## config.mk

```make
export PLATFORM = sky130hd
export DESIGN_NAME = i2c_status_state_machine
export DESIGN_NICKNAME = d
export VERILOG_FILES = /design/src/logic/i2c_pkg.sv /design/src/logic/i2c_buf2.sv /design/src/logic/i2c_status_state_machine.sv /design/src/logic/i2c_sync3.sv
export VERILOG_INCLUDE_DIRS = /design/src /design/src/logic
export SDC_FILE = /design/constraint.sdc
export NUM_CORES = 1
export LEC_CHECK = 0
export BUFFER_PORTS_ARGS = -buffer_cell sky130_fd_sc_hd__buf_2
export CAP_MARGIN = 0
export CORE_MARGIN = 10
export CORE_UTILIZATION = 45
export CTS_BUF_LIST = sky130_fd_sc_hd__clkbuf_8
export CTS_CLUSTER_DIAMETER = 30
export DETAILED_ROUTE_END_ITERATION = 12
export GPL_TIMING_DRIVEN = 0
export PLACE_DENSITY = 0.73
export SETUP_SLACK_MARGIN = 0.1
export SLEW_MARGIN = 10
export SYNTH_ARGS = -nofsm -noshare
export SYNTH_HDL_FRONTEND = slang
export SYNTH_SLANG_ARGS = --single-unit
```

## constraint.sdc

```tcl
create_clock -name sys_clk -period 2.9 [get_ports sys_clk]
set_clock_uncertainty 0.2 [all_clocks]
set_input_delay 0 -clock sys_clk [delete_from_list [all_inputs] [get_ports sys_clk]]
set_output_delay 0 -clock sys_clk [all_outputs]
set_load 0.02 [all_outputs]
```

## src/logic/i2c_params.svh

```systemverilog
// Constants of the two-wire status-code controller: control bit positions,
// status codes, reset values and bus timing.
// Assumes a 200 MHz system clock; included by its bare name.
`ifndef I2C_PARAMS_SVH
`define I2C_PARAMS_SVH

`define I2C_CLK_PERIOD_PS 5000
`define I2C_SCL_HALF_NS 80
`define I2C_SCL_HALF_CYC (((`I2C_SCL_HALF_NS * 1000) + `I2C_CLK_PERIOD_PS - 1) / `I2C_CLK_PERIOD_PS)
`define I2C_TMR_W 16

`define I2C_CTL_AA 2
`define I2C_CTL_SI 3
`define I2C_CTL_STO 4
`define I2C_CTL_STA 5
`define I2C_CTL_EN 6
`define I2C_CTL_SET_MASK 8'h74
`define I2C_CTL_CLR_MASK 8'h6c
`define I2C_CTL_RESET 8'h00
`define I2C_CODE_RESET 8'hf8
`define I2C_GC_ADDR 8'h00

`define I2C_SC_BUS_ERR 8'h00
`define I2C_SC_START 8'h08
`define I2C_SC_RSTART 8'h10
`define I2C_SC_MT_AW_ACK 8'h18
`define I2C_SC_MT_AW_NACK 8'h20
`define I2C_SC_MT_D_ACK 8'h28
`define I2C_SC_MT_D_NACK 8'h30
`define I2C_SC_ARB_LOST 8'h38
`define I2C_SC_MR_AR_ACK 8'h40
`define I2C_SC_MR_AR_NACK 8'h48
`define I2C_SC_MR_D_ACK 8'h50
`define I2C_SC_MR_D_NACK 8'h58
`define I2C_SC_SR_AW 8'h60
`define I2C_SC_SR_AW_LOST 8'h68
`define I2C_SC_SR_GC 8'h70
`define I2C_SC_SR_GC_LOST 8'h78
`define I2C_SC_SR_D_ACK 8'h80
`define I2C_SC_SR_D_NACK 8'h88
`define I2C_SC_GC_D_ACK 8'h90
`define I2C_SC_GC_D_NACK 8'h98
`define I2C_SC_SR_STOP 8'ha0
`define I2C_SC_ST_AR 8'ha8
`define I2C_SC_ST_AR_LOST 8'hb0
`define I2C_SC_ST_D_ACK 8'hb8
`define I2C_SC_ST_D_NACK 8'hc0
`define I2C_SC_ST_LAST 8'hc8

`endif

```

## src/logic/i2c_pkg.sv

```systemverilog
// Types shared by the two-wire status-code controller.
// Assumes nothing beyond a SystemVerilog compiler.
package i2c_pkg;
   typedef enum logic [3:0] {
      ST_IDLE = 4'b0000,
      ST_START = 4'b0001,
      ST_RST_LO = 4'b0010,
      ST_RST_HI = 4'b0011,
      ST_XFER = 4'b0100,
      ST_POST = 4'b0101,
      ST_HOLD = 4'b0110,
      ST_STOP_LO = 4'b0111,
      ST_STOP_HI = 4'b1000
   } ctl_state_t;
endpackage

```

## src/logic/i2c_buf2.sv

```systemverilog
// Small shift-style buffer with valid and ready on both sides.
// Assumes one clock; the head entry always sits in slot zero.
`timescale 1ns/1ps
`default_nettype none
module i2c_buf2 #(
   parameter int W = 8,
   parameter int DEPTH = 2
) (
   input wire logic sys_clk,
   input wire logic resetn,
   input wire logic in_valid,
   input wire logic [W-1:0] in_data,
   output logic in_ready,
   output logic out_valid,
   output logic [W-1:0] out_data,
   input wire logic out_ready
);
   logic [DEPTH-1:0][W-1:0] ent_q, ent_d, sh_e;
   logic [DEPTH-1:0] v_q, v_d, sh_v;
   logic pop, push;

   assign pop = v_q[0] & out_ready;
   assign push = in_valid & ~v_q[DEPTH-1];

   for (genvar i = 0; i < DEPTH; i++) begin : g_ent
      if (i < DEPTH - 1) begin : g_mid
         assign sh_v[i] = pop ? v_q[i+1] : v_q[i];
         assign sh_e[i] = pop ? ent_q[i+1] : ent_q[i];
      end else begin : g_top
         assign sh_v[i] = pop ? 1'b0 : v_q[i];
         assign sh_e[i] = ent_q[i];
      end
      // The new word lands in the lowest free slot after the shift.
      if (i == 0) begin : g_first
         assign v_d[i] = sh_v[i] | push;
         assign ent_d[i] = (push && !sh_v[i]) ? in_data : sh_e[i];
      end else begin : g_rest
         assign v_d[i] = sh_v[i] | (push & sh_v[i-1]);
         assign ent_d[i] = (push && !sh_v[i] && sh_v[i-1]) ? in_data : sh_e[i];
      end
   end

   always_ff @(posedge sys_clk) begin
      if (!resetn) begin
         ent_q <= '0;
         v_q <= '0;
      end else begin
         ent_q <= ent_d;
         v_q <= v_d;
      end
   end

   assign in_ready = ~v_q[DEPTH-1];
   assign out_valid = v_q[0];
   assign out_data = ent_q[0];
endmodule
`default_nettype wire

```

## src/logic/i2c_status_state_machine.sv

```systemverilog
// Byte-level two-wire bus controller: master and slave, transmit and
// receive, posting a status code and an interrupt flag for each event.
// Assumes open-drain pins resolved outside and software on plain ports.
`include "i2c_params.svh"
`timescale 1ns/1ps
`default_nettype none
module i2c_status_state_machine #(
   parameter int unsigned HALF_CYC = `I2C_SCL_HALF_CYC
) (
   input wire logic sys_clk,
   input wire logic resetn,
   input wire logic control_set_wr,
   input wire logic [7:0] control_set_port,
   input wire logic control_clear_wr,
   input wire logic [7:0] control_clear_port,
   input wire logic data_wr,
   input wire logic [7:0] data_wdata,
   input wire logic [6:0] own_address,
   input wire logic general_call_en,
   input wire logic scl_i,
   output logic scl_o,
   output logic scl_oe,
   input wire logic sda_i,
   output logic sda_o,
   output logic sda_oe,
   output logic [7:0] bus_state_code,
   output logic [7:0] byte_shift_holder,
   output logic interrupt_flag,
   output logic assert_ack_bit,
   output logic start_request_bit,
   output logic stop_request_bit,
   output logic interface_enable,
   output logic [7:0] rx_data,
   output logic rx_valid,
   input wire logic rx_ready
);
   localparam logic [`I2C_TMR_W-1:0] HALF_M1 = `I2C_TMR_W'(HALF_CYC - 1);

   i2c_pkg::ctl_state_t state_q, state_d;
   logic [7:0] ctl_q, ctl_d, code_q, code_d, hold_q, hold_d, sh_q, sh_d;
   logic [3:0] cnt_q, cnt_d;
   logic [`I2C_TMR_W-1:0] tmr_q, tmr_d;
   logic rs_q, rs_d, mlow_q, mlow_d, drv_q, drv_d, mst_q, mst_d, tx_q, tx_d;
   logic aph_q, aph_d, dir_q, dir_d, addr_q, addr_d, gc_q, gc_d, lost_q, lost_d;
   logic last_q, last_d, ack_q, ack_d, rep_q, rep_d, busy_q, busy_d, push_q, push_d;
   logic scl_p_q, sda_p_q, scl_oe_q, scl_oe_d, sda_oe_q, sda_oe_d;
   logic scl_s, sda_s, scl_rise, scl_fall, start_seen, stop_seen;
   logic half_done, addr_hit, si_set, buf_ready;

   ////////////////////////////////////////////////////////////////////////
   i2c_sync3 #(
      .W(2)
   ) u_sync (
      .sys_clk(sys_clk),
      .resetn(resetn),
      .async_in({scl_i, sda_i}),
      .level({scl_s, sda_s})
   );

   // A full receive buffer stalls the posting step, which keeps the
   // clock low, so the far side waits instead of losing a byte.
   i2c_buf2 #(
      .W(8),
      .DEPTH(2)
   ) u_rxbuf (
      .sys_clk(sys_clk),
      .resetn(resetn),
      .in_valid(state_q == i2c_pkg::ST_POST && push_q),
      .in_data(hold_q),
      .in_ready(buf_ready),
      .out_valid(rx_valid),
      .out_data(rx_data),
      .out_ready(rx_ready)
   );

   assign scl_rise = scl_s & ~scl_p_q;
   assign scl_fall = ~scl_s & scl_p_q;
   assign start_seen = scl_s & scl_p_q & sda_p_q & ~sda_s;
   assign stop_seen = scl_s & scl_p_q & ~sda_p_q & sda_s;
   assign half_done = tmr_q >= HALF_M1;
   assign addr_hit = ctl_q[`I2C_CTL_EN] & ctl_q[`I2C_CTL_AA] &
      ((sh_q[7:1] == own_address) | (general_call_en & (sh_q == `I2C_GC_ADDR)));

   ////////////////////////////////////////////////////////////////////////
   always_comb begin
      state_d = state_q;
      ctl_d = ctl_q;
      code_d = code_q;
      hold_d = hold_q;
      sh_d = sh_q;
      cnt_d = cnt_q;
      tmr_d = tmr_q + `I2C_TMR_W'(1);
      rs_d = rs_q;
      mlow_d = mlow_q;
      drv_d = drv_q;
      mst_d = mst_q;
      tx_d = tx_q;
      aph_d = aph_q;
      dir_d = dir_q;
      addr_d = addr_q;
      gc_d = gc_q;
      lost_d = lost_q;
      last_d = last_q;
      ack_d = ack_q;
      rep_d = rep_q;
      push_d = push_q;
      si_set = 1'b0;
      busy_d = start_seen | (busy_q & ~stop_seen);
      if (control_set_wr) begin
         ctl_d = ctl_d | (control_set_port & `I2C_CTL_SET_MASK);
      end
      if (control_clear_wr) begin
         ctl_d = ctl_d & ~(control_clear_port & `I2C_CTL_CLR_MASK);
      end
      if (data_wr) begin
         hold_d = data_wdata;
      end
      case (state_q)
         i2c_pkg::ST_IDLE: begin
            if (start_seen) begin
               state_d = i2c_pkg::ST_XFER;
               aph_d = 1'b1;
               tx_d = 1'b0;
               cnt_d = 4'h0;
               rs_d = 1'b0;
            end else if (ctl_q[`I2C_CTL_STA] && !busy_q && scl_s && sda_s &&
                         !ctl_q[`I2C_CTL_SI]) begin
               state_d = i2c_pkg::ST_START;
               rep_d = 1'b0;
               drv_d = 1'b0;
               tmr_d = '0;
            end
         end
         i2c_pkg::ST_RST_LO: begin
            if (half_done) begin
               mlow_d = 1'b0;
               tmr_d = '0;
               state_d = i2c_pkg::ST_RST_HI;
            end
         end
         i2c_pkg::ST_RST_HI: begin
            if (!scl_s) begin
               tmr_d = '0;
            end else if (half_done) begin
               drv_d = 1'b0;
               tmr_d = '0;
               state_d = i2c_pkg::ST_START;
            end
         end
         i2c_pkg::ST_START: begin
            if (half_done) begin
               mlow_d = 1'b1;
               code_d = rep_q ? `I2C_SC_RSTART : `I2C_SC_START;
               si_set = 1'b1;
               mst_d = 1'b1;
               aph_d = 1'b1;
               tx_d = 1'b1;
               addr_d = 1'b0;
               lost_d = 1'b0;
               ctl_d[`I2C_CTL_STA] = 1'b0;
               state_d = i2c_pkg::ST_HOLD;
            end
         end
         i2c_pkg::ST_XFER: begin
            if (start_seen || stop_seen) begin
               if ((mst_q || addr_q) && (cnt_q != 4'h0 || rs_q)) begin
                  code_d = `I2C_SC_BUS_ERR;
                  si_set = 1'b1;
                  mst_d = 1'b0;
                  addr_d = 1'b0;
                  mlow_d = 1'b0;
                  drv_d = 1'b1;
                  state_d = i2c_pkg::ST_HOLD;
               end else begin
                  if (addr_q) begin
                     code_d = `I2C_SC_SR_STOP;
                     si_set = 1'b1;
                     addr_d = 1'b0;
                  end
                  state_d = start_seen ? i2c_pkg::ST_XFER : i2c_pkg::ST_IDLE;
                  aph_d = 1'b1;
                  tx_d = 1'b0;
                  cnt_d = 4'h0;
                  rs_d = 1'b0;
                  drv_d = 1'b1;
               end
            end else begin
               // Clock generation waits for the line to read high, so a
               // slave that stretches the clock slows the master down.
               if (mst_q) begin
                  if (mlow_q) begin
                     if (half_done) begin
                        mlow_d = 1'b0;
                        tmr_d = '0;
                     end
                  end else if (!scl_s) begin
                     tmr_d = '0;
                  end else if (half_done) begin
                     mlow_d = 1'b1;
                     tmr_d = '0;
                  end
               end
               if (scl_rise) begin
                  rs_d = 1'b1;
                  sh_d = (cnt_q == 4'h8) ? sh_q : {sh_q[6:0], sda_s};
                  if (cnt_q == 4'h8) begin
                     ack_d = ~sda_s;
                  end else if (mst_q && tx_q && drv_q && !sda_s) begin
                     lost_d = 1'b1;
                     mst_d = 1'b0;
                  end
               end
               if (scl_fall && rs_q) begin
                  rs_d = 1'b0;
                  cnt_d = cnt_q + 4'h1;
                  if (cnt_q == 4'h7) begin
                     if (mst_q) begin
                        drv_d = tx_q | ~ctl_q[`I2C_CTL_AA];
                     end else if (aph_q) begin
                        drv_d = ~addr_hit;
                        if (addr_hit) begin
                           addr_d = 1'b1;
                           gc_d = sh_q == `I2C_GC_ADDR;
                           tx_d = sh_q[0] & (sh_q != `I2C_GC_ADDR);
                        end
                     end else begin
                        drv_d = ~(addr_q & ~tx_q & ctl_q[`I2C_CTL_AA]);
                     end
                  end else if (cnt_q == 4'h8) begin
                     drv_d = 1'b1;
                     hold_d = sh_q;
                     state_d = i2c_pkg::ST_POST;
                     push_d = 1'b0;
                     aph_d = 1'b0;
                     lost_d = 1'b0;
                     if (mst_q) begin
                        if (aph_q && dir_q) begin
                           code_d = ack_q ? `I2C_SC_MR_AR_ACK : `I2C_SC_MR_AR_NACK;
                           tx_d = 1'b0;
                        end else if (aph_q) begin
                           code_d = ack_q ? `I2C_SC_MT_AW_ACK : `I2C_SC_MT_AW_NACK;
                        end else if (tx_q) begin
                           code_d = ack_q ? `I2C_SC_MT_D_ACK : `I2C_SC_MT_D_NACK;
                        end else begin
                           code_d = ack_q ? `I2C_SC_MR_D_ACK : `I2C_SC_MR_D_NACK;
                           push_d = 1'b1;
                        end
                     end else if (lost_q) begin
                        if (!addr_q) begin
                           code_d = `I2C_SC_ARB_LOST;
                        end else if (gc_q) begin
                           code_d = `I2C_SC_SR_GC_LOST;
                        end else begin
                           code_d = tx_q ? `I2C_SC_ST_AR_LOST : `I2C_SC_SR_AW_LOST;
                        end
                     end else if (addr_q && aph_q) begin
                        if (gc_q) begin
                           code_d = `I2C_SC_SR_GC;
                        end else begin
                           code_d = tx_q ? `I2C_SC_ST_AR : `I2C_SC_SR_AW;
                        end
                     end else if (addr_q && tx_q) begin
                        if (!ack_q) begin
                           code_d = `I2C_SC_ST_D_NACK;
                           addr_d = 1'b0;
                        end else if (last_q) begin
                           code_d = `I2C_SC_ST_LAST;
                           addr_d = 1'b0;
                        end else begin
                           code_d = `I2C_SC_ST_D_ACK;
                        end
                     end else if (addr_q && gc_q) begin
                        code_d = ack_q ? `I2C_SC_GC_D_ACK : `I2C_SC_GC_D_NACK;
                        push_d = ack_q;
                        addr_d = ack_q;
                     end else if (addr_q) begin
                        code_d = ack_q ? `I2C_SC_SR_D_ACK : `I2C_SC_SR_D_NACK;
                        push_d = ack_q;
                        addr_d = ack_q;
                     end else begin
                        state_d = i2c_pkg::ST_IDLE;
                     end
                  end else begin
                     drv_d = (tx_q && (mst_q || addr_q)) ? sh_q[7] : 1'b1;
                  end
               end
            end
         end
         i2c_pkg::ST_POST: begin
            if (!push_q || buf_ready) begin
               si_set = 1'b1;
               state_d = i2c_pkg::ST_HOLD;
            end
         end
         i2c_pkg::ST_HOLD: begin
            tmr_d = '0;
            if (!ctl_q[`I2C_CTL_SI]) begin
               if (mst_q && ctl_q[`I2C_CTL_STO]) begin
                  state_d = i2c_pkg::ST_STOP_LO;
                  drv_d = 1'b0;
               end else if (mst_q && ctl_q[`I2C_CTL_STA]) begin
                  state_d = i2c_pkg::ST_RST_LO;
                  rep_d = 1'b1;
               end else if (mst_q || addr_q) begin
                  state_d = i2c_pkg::ST_XFER;
                  cnt_d = 4'h0;
                  rs_d = 1'b0;
                  drv_d = tx_q ? hold_q[7] : 1'b1;
                  last_d = ~ctl_q[`I2C_CTL_AA];
                  if (tx_q) begin
                     sh_d = hold_q;
                  end
                  if (aph_q) begin
                     dir_d = hold_q[0];
                  end
               end else begin
                  ctl_d[`I2C_CTL_STO] = 1'b0;
                  state_d = i2c_pkg::ST_IDLE;
               end
            end
         end
         i2c_pkg::ST_STOP_LO: begin
            if (half_done) begin
               mlow_d = 1'b0;
               tmr_d = '0;
               state_d = i2c_pkg::ST_STOP_HI;
            end
         end
         i2c_pkg::ST_STOP_HI: begin
            if (!scl_s) begin
               tmr_d = '0;
            end else if (half_done) begin
               drv_d = 1'b1;
               mst_d = 1'b0;
               ctl_d[`I2C_CTL_STO] = 1'b0;
               state_d = i2c_pkg::ST_IDLE;
            end
         end
         default: begin
            state_d = i2c_pkg::ST_IDLE;
         end
      endcase
      // Disabling the interface drops every transfer and frees both lines.
      if (!ctl_q[`I2C_CTL_EN]) begin
         state_d = i2c_pkg::ST_IDLE;
         mlow_d = 1'b0;
         drv_d = 1'b1;
         mst_d = 1'b0;
         addr_d = 1'b0;
      end
      // A new event outranks a clear written in the same cycle.
      if (si_set) begin
         ctl_d[`I2C_CTL_SI] = 1'b1;
      end
      scl_oe_d = mlow_d | (addr_d & (state_d == i2c_pkg::ST_POST ||
                                     state_d == i2c_pkg::ST_HOLD));
      sda_oe_d = ~drv_d;
   end

   ////////////////////////////////////////////////////////////////////////
   always_ff @(posedge sys_clk) begin
      if (!resetn) begin
         state_q <= i2c_pkg::ST_IDLE;
         ctl_q <= `I2C_CTL_RESET;
         code_q <= `I2C_CODE_RESET;
         hold_q <= 8'h00;
         sh_q <= 8'h00;
         cnt_q <= 4'h0;
         tmr_q <= '0;
         {rs_q, mlow_q, mst_q, tx_q, aph_q, dir_q, addr_q, gc_q} <= 8'h00;
         {lost_q, last_q, ack_q, rep_q, busy_q, push_q} <= 6'h00;
         drv_q <= 1'b1;
         {scl_p_q, sda_p_q} <= 2'h3;
         {scl_oe_q, sda_oe_q} <= 2'h0;
      end else begin
         state_q <= state_d;
         ctl_q <= ctl_d;
         code_q <= code_d;
         hold_q <= hold_d;
         sh_q <= sh_d;
         cnt_q <= cnt_d;
         tmr_q <= tmr_d;
         {rs_q, mlow_q, mst_q, tx_q, aph_q, dir_q, addr_q, gc_q} <=
            {rs_d, mlow_d, mst_d, tx_d, aph_d, dir_d, addr_d, gc_d};
         {lost_q, last_q, ack_q, rep_q, busy_q, push_q} <=
            {lost_d, last_d, ack_d, rep_d, busy_d, push_d};
         drv_q <= drv_d;
         {scl_p_q, sda_p_q} <= {scl_s, sda_s};
         {scl_oe_q, sda_oe_q} <= {scl_oe_d, sda_oe_d};
      end
   end

   // Open-drain pins: the driven level is always low.
   assign scl_o = 1'b0;
   assign sda_o = 1'b0;
   assign scl_oe = scl_oe_q;
   assign sda_oe = sda_oe_q;
   assign bus_state_code = code_q;
   assign byte_shift_holder = hold_q;
   assign interrupt_flag = ctl_q[`I2C_CTL_SI];
   assign assert_ack_bit = ctl_q[`I2C_CTL_AA];
   assign start_request_bit = ctl_q[`I2C_CTL_STA];
   assign stop_request_bit = ctl_q[`I2C_CTL_STO];
   assign interface_enable = ctl_q[`I2C_CTL_EN];
endmodule
`default_nettype wire

```

## src/logic/i2c_sync3.sv

```systemverilog
// Three-stage input synchroniser with an agreement filter.
// Assumes asynchronous inputs that idle high.
`timescale 1ns/1ps
`default_nettype none
module i2c_sync3 #(
   parameter int W = 2
) (
   input wire logic sys_clk,
   input wire logic resetn,
   input wire logic [W-1:0] async_in,
   output logic [W-1:0] level
);
   logic [W-1:0] s1_q, s2_q, s3_q, filt_q, filt_d;

   // A change is taken only once the second and third stages agree.
   always_comb begin
      filt_d = filt_q;
      for (int i = 0; i < W; i++) begin
         if (s2_q[i] == s3_q[i]) begin
            filt_d[i] = s3_q[i];
         end
      end
   end

   always_ff @(posedge sys_clk) begin
      if (!resetn) begin
         s1_q <= '1;
         s2_q <= '1;
         s3_q <= '1;
         filt_q <= '1;
      end else begin
         s1_q <= async_in;
         s2_q <= s1_q;
         s3_q <= s2_q;
         filt_q <= filt_d;
      end
   end

   assign level = filt_q;
endmodule
`default_nettype wire

```

==> results of run 1 <==
[worst reg2reg max path: stages, from the launching register on]
cell           delay [ns]
dfxtp_1              0.39
buf_4                0.18
or4b_1               0.62
a41oi_4              0.46
a2111oi_0            0.15
dlygate4sd3_1        0.58
[cell usage after synthesis (all sizes together), types with 5 or more instances]
cell and number:
o22ai 5, nor2 69, a21oi 41, mux2i 17, and3 10, clkbuf 27, a31oi 6, nand4 7
o21ai 34, nor2b 7, xor2 8, a22oi 5, nor4 8, dfxtp 95, nand2b 18, buf 30
and2 6, xnor2 18, inv 17, a211oi 13, nor3 22, a311oi 16, nand2 68, nand3 23
nand3b 8
[through the flow]
| step | std cells | utilization | area, sq um | hold WS [ns] |
|---|---|---|---|---|
| 4_1_cts | 895 | 0.5406 | 6200 | 0.02293 |
| 6_report | 897 | 0.5445 | 6243 | 0.06119 |
| 3_3_place_gp | 855 | 0.5039 | 5778 | -0.01896 |
| 5_1_grt | 897 | 0.5445 | 6243 | 0.07994 |
| 2_1_floorplan | 654 | - | 5309 | -0.1044 |
| 3_5_place_dp | 856 | 0.5045 | 5786 | -0.01475 |
[power groups by stage]
stage	Sequential [mW]	Combinational [mW]	Clock (mW)
6_report	1.35	0.191	0.822
5_1_grt	1.35	0.206	0.894
4_1_cts	1.34	0.188	0.833
3_5_place_dp	1.38	0.163	0
3_3_place_gp	1.37	0.159	0
2_1_floorplan	1.38	0.0875	0
[sequential cells by signal (all words and copies together) (netlist names), 2 cells and up]
| register | flops |
|---|---|
| bus_state_code | 5 |
| byte_shift_holder | 8 |
| cnt_q | 4 |
| ctl_q | 5 |
| sh_q | 8 |
| state_q | 4 |
| tmr_q | 16 |
| u_rxbuf.ent_q | 8 |
| u_rxbuf.out_data | 8 |
| u_rxbuf.v_q | 2 |
| u_sync.level | 2 |
| u_sync.s1_q | 2 |
| u_sync.s2_q | 2 |
| u_sync.s3_q | 2 |
[layout make-up]
| class | instances | area, sq um |
|---|---|---|
| flip-flops and latches | 95 | 1902 |
| fillers | 1069 | 5224 |
| well taps | 143 | 178.9 |
| inverters | 17 | 63.81 |
| clock inverters | 7 | 47.55 |
| repair buffers | 84 | 543.0 |
| multi-input cells | 485 | 3064 |
| plain buffers | 57 | 320.3 |
| clock buffers | 9 | 123.9 |
[final timing paths]
kind,endpoint,slack (ns)
worst max-delay path,ctl_q[5]$_SDFF_PN0_,0.22
worst min-delay path,addr_q$_SDFF_PN0_,0.06
worst max register to register,ctl_q[5]$_SDFF_PN0_,0.22
worst min register to register,u_sync.s2_q[0]$_SDFF_PN1_,0.23
[repair_timing]
item                                   4_1_cts  5_1_grt
pin swaps                                    1        1
resized for setup                            2        5
hold buffers                                23        0
setup endpoints to repair                    5       23
endpoints found under the hold margin       28        0
setup buffers                                0        2
[logic make-up (layout without fill, tap and decap cells)]
logic type | after synthesis | after routing | share of synthesized area
AO/OA/AOI/OAI | 164 | 164 | 0.2222
XOR/XNOR | 26 | 26 | 0.04302
adder cells (fa/ha/maj) | 5 | 5 | 0.01135
buffers and inverters | 74 | 174 | 0.07256
flip-flops | 95 | 95 | 0.3593
multiplexers | 19 | 19 | 0.03640
other | 1 | 5 | 0.0007084
AND/OR/NAND/NOR | 266 | 266 | 0.2546
[per-layer routing]
layer / routed length, um / track usage
met4: 493 / 0.09205
met3: 1338 / 0.04600
met1: 7383 / 0.2573
met5: 0 / 0
met2: 8466 / 0.3428
==> metrics.md, run 1 <==
| Metric | Value |
|---|---|
| Status | `completed` |
| Post-Synthesis Cell Area | `5294 sq um` |
| Die W | `128.5 um` |
| R2R cell count | `5` |
| # DRC | `0` |
| Unrepaired setup endpoints after global routing | `true` |
| Post-synth top area share | `0.3593` |
| Slew Viols, Final | `0` |
| Crit path time final | `2.680 ns` |
| Largest net degree at the start of global routing | `17` |
| Top FF cell, synth | `dfxtp_1` |
| Vias/cell | `6.008` |
| Buf/Inv on CP | `2` |
| CP endpoint kind | `register` |
| Distinct cells, synth | `76` |
| Core area | `11470 sq um` |
| Initial DRC Count | `575` |
| Crit path max-delay cell type | `or4b_1` |
| Psw | `0.6384 mW` |
| Post-detail-place hpwl | `12990 um` |
| Fraction of layout cells with a size suffix above 1 | `0.1790` |
| Synth Area per Inst | `8.144 sq um` |
| Sw frac | `0.2707` |
| Drt total wl | `17680 um` |
| Nets@finish | `793` |
| Int Power | `1.720 mW` |
| Initial antenna violation count | `0` |
| Final period util | `0.9242` |
| CTS root buffer | `clkbuf_8` |
| Commonest cells after routing, fill and taps aside | `95 x dfxtp_1, 67 x nor2_1, 67 x nand2_1` |
| H-tree depth | `3` |
| Slew Limit Headroom | `0.5358` |
| PwrDens | `377.7 nW/um^2` |
| Yosys reg bits | `95` |
| Clock transition at path regs | `0.10 ns` |
| Crit. path cell count | `5` |
| Clk sinks | `95` |
| First-pass GRT wire length | `27620 um` |
| Ys async rst share | `0` |
| Worst skew pair latency | `0.38 ns` |
| Final setup fails | `0` |
| Clk buf depth | `2` |
| Hold path start | `own_address[1]` |
| Worst Setup Path Type | `reg2reg` |
| Total congestion overflow | `0` |
| Post-synth EDFFs | `0` |
| Layout area overhead | `17.94%` |
| Worst r2r src | `state_q[0]$_SDFF_PN0_` |
| Initial core utilization | `0.4616` |
| Routed len/inst | `19.71 um` |
| Cells after Synth | `650` |
| Final Hold Fails | `0` |
| Crit path launch | `state_q[0]$_SDFF_PN0_` |
| VDD IR max | `0.2829 mV` |
| Total power | `2.358 mW` |
| Leak Pwr | `2.426 nW` |
| Crit path required time | `2.98 ns` |
| TritonRoute pass-1 iters | `5` |
| I/O pin count | `74` |
| Placement Setup Slack | `0.09171 ns` |
| Commonest non-fill, non-tap cell in the layout | `dfxtp_1` |
| Critical path launch point type | `register` |
| Core Rows | `39` |
| Area leader, netlist | `dfxtp_1` |
| Input/output buffers | `58` |
| Sequential area share after synthesis | `0.3593` |
| Die Y | `128.5 um` |
| CTS tree | `done` |
| Crit-path max cell delay | `0.62 ns` |
| # diodes | `0` |
| Routed Antenna Nets | `0` |
| Hold Crit Class | `in2reg` |
| Worst slew pin tran | `0.6962 ns` |
| Routability cong. | `0.9630` |
| Worst-path maximum fanout | `10` |
| Die footprint | `16500 sq um` |
| Worst setup slack after layout | `0.2197 ns` |
| Flop pwr share | `0.570` |
| Crit path cell chain | `buf_4 -> or4b_1 -> a41oi_4 -> a2111oi_0 -> dlygate4sd3_1` |
| Max Cap Viol | `0` |
| Vias | `5389` |
| Vias in the first global route | `5114` |
| GRT Total Usage | `0.2090` |
| Fmax | `373.1 MHz` |
| Clock share of power | `0.349` |
| Gate power share | `0.081` |
| TritonCTS buffer count | `9` |
| Total negative slack | `0 ns` |
| Leading post-synthesis cells by cell area | `dfxtp_1 36%, nor2_1 4.9%, nand2_1 4.8%` |
| WP data arrival | `2.76 ns` |
| YS warnings | `0` |
| Hold Crit Depth | `6` |
| Crit path max-delay family | `buffers and inverters` |
No activity file was read; power rests on OpenSTA's default activity.
==> run 2: changes to the inputs <==
Settings changed: CORE_UTILIZATION 45 to 37, CTS_CLUSTER_SIZE set to 8, PLACE_DENSITY 0.73 to 0.64.
==> run 2 against run 1 <==
  * Sequential share of layout area decreased by 0.74 points
  * Sequential power about the same
  * Clock-buffer cell count increased by 1
  * Critical path depth increased by 1
  * Sequential cell count unchanged
  * Core utilization decreased by 8.5 points
  * Register-to-register slack got worse by 0.20 ns
  * Combinational power about the same
  * Global-route usage decreased by 3.4 points
==> metrics.md, run 2 (synthesis results as in run 1) <==
| Metric | Value |
|---|---|
| Status | `completed` |
| Fraction of layout cells with a size suffix above 1 | `0.1788` |
| Vias | `5295` |
| Crit path required time | `2.95 ns` |
| H-tree depth | `3` |
| Layout Utilization | `0.4593` |
| Nets@finish | `794` |
| # DRC | `0` |
| Slew Limit Headroom | `0.5025` |
| Fmax | `347.5 MHz` |
| Drt total wl | `17690 um` |
| Total congestion overflow | `0` |
| Layout area overhead | `20.89%` |
| Most crowded layer after global routing | `met2` |
| Worst Setup Path Type | `reg2reg` |
| Die W | `139.6 um` |
| Leak Pwr | `2.475 nW` |
| Largest register FFs | `16` |
| Commonest cells after routing, fill and taps aside | `95 x dfxtp_1, 69 x nor2_1, 67 x nand2_1` |
| CTS root buffer | `clkbuf_8` |
| Final setup fails | `0` |
| Core area | `13930 sq um` |
| Post-route design area | `6400 sq um` |
| Final period util | `0.9924` |
| Unrepaired setup endpoints after global routing | `true` |
| Placed Cells | `892` |
| Clk buf depth | `2` |
| Clk sinks | `95` |
| WP data arrival | `2.92 ns` |
| Worst skew pair latency | `0.38 ns` |
| Routing usage on met1 | `0.2042` |
| Routed len/inst | `18.92 um` |
| Met2 usage | `0.2956` |
| TritonRoute pass-1 iters | `5` |
| Initial DRC Count | `419` |
| TritonCTS buffer count | `9` |
| Reg with most FFs | `tmr_q` |
| Core Rows | `43` |
| Largest net degree at the start of global routing | `17` |
| Die footprint | `19490 sq um` |
| Worst slew pin tran | `0.7405 ns` |
| Vias/cell | `5.663` |
| Hold Crit Class | `in2reg` |
| PwrDens | `424.6 nW/um^2` |
| First-pass GRT wire length | `27540 um` |
| Initial antenna violation count | `0` |
| Input/output buffers | `58` |
| Die Y | `139.6 um` |
| I/O pin count | `74` |
| Critical path launch point type | `register` |
| Vias in the first global route | `5055` |
| Routed Antenna Nets | `0` |
| Worst-path maximum fanout | `10` |
| Dpl cell area | `5824 sq um` |
| Post-Layout Cell Count | `935` |
| Clock transition at path regs | `0.10 ns` |
| # diodes | `0` |
| GRT Total Usage | `0.1745` |
| Final Hold Fails | `0` |
| Post-detail-place hpwl | `13280 um` |
| Total power | `2.717 mW` |
| Initial core utilization | `0.3799` |
| Max Cap Viol | `0` |
| Commonest non-fill, non-tap cell in the layout | `dfxtp_1` |
| Worst hold slack | `0.08048 ns` |
| VDD IR max | `0.2900 mV` |
| CP endpoint kind | `register` |
| GRT met3 Usage | `0.04525` |
| Slew Viols, Final | `0` |
| Routability cong. | `0.9717` |
| CTS tree | `done` |
| Crit path time final | `2.878 ns` |
==> run 2: path summary, 6_finish.rpt <==
check                                  from                              end  slack (ns)  cells past startpoint
hold reg to reg   u_sync.s1_q[0]$_SDFF_PN1_        u_sync.s2_q[0]$_SDFF_PN1_        0.22                      1
setup / recovery      state_q[0]$_SDFF_PN0_   bus_state_code[4]$_SDFFE_PN1P_        0.02                      6
hold / removal                      data_wr  byte_shift_holder[4]$_SDFF_PN0_        0.08                      3
setup reg to reg      state_q[0]$_SDFF_PN0_   bus_state_code[4]$_SDFFE_PN1P_        0.02                      6
==> run 2: metal layers <==
metal	vias up	share of wire
met3	27	0.065
met2	195	0.50
met4	0	0.026
met5	-	0
li1	2546	-
met1	2527	0.41
==> run 2: power breakdown <==
part	leakage, nW	switching, mW	total [mW]	internal (mW)
Combinational	1.57	0.105	0.192	0.0874
Sequential	0.770	0.0235	1.35	1.32
Clock	0.137	0.490	1.18	0.689
Total	2.47	0.619	2.72	2.10
==> run 2: final cells by class <==
class | instances | area (sq um)
clock inverters | 6 | 137.6
plain buffers | 57 | 320.3
fillers | 1396 | 7535
flip-flops and latches | 95 | 1902
multi-input cells | 485 | 3058
clock buffers | 10 | 137.6
inverters | 17 | 63.81
well taps | 180 | 225.2
repair buffers | 85 | 555.5
==> run 2: through the flow <==
| step | TNS (ns) | setup slack, ns |
|---|---|---|
| 6_report | 0 | 0.02208 |
| 5_1_grt | -0.06140 | -0.03647 |
| 4_1_cts | 0 | 0.06426 |
| 3_5_place_dp | -3.600 | -0.3333 |
| 3_3_place_gp | -2.741 | -0.2812 |
| 2_1_floorplan | 0 | 0.5849 |
==> run 2: repair_timing <==
| action | in CTS | in global routing |
|---|---|---|
| endpoints found under the setup margin | 18 | 22 |
| resized for setup | 1 | 5 |
| pin swaps | 1 | 0 |
| hold endpoints to repair | 28 | 0 |
| hold buffers | 25 | 0 |
| setup buffers | 2 | 0 |
==> run 2: critical path: stages (launching register included) <==
cell and delay [ns]:
dfxtp_1 0.40, buf_4 0.19, or4b_1 0.61, a41oi_2 0.56
o22ai_2 0.28, a221oi_1 0.41, o21ai_1 0.09
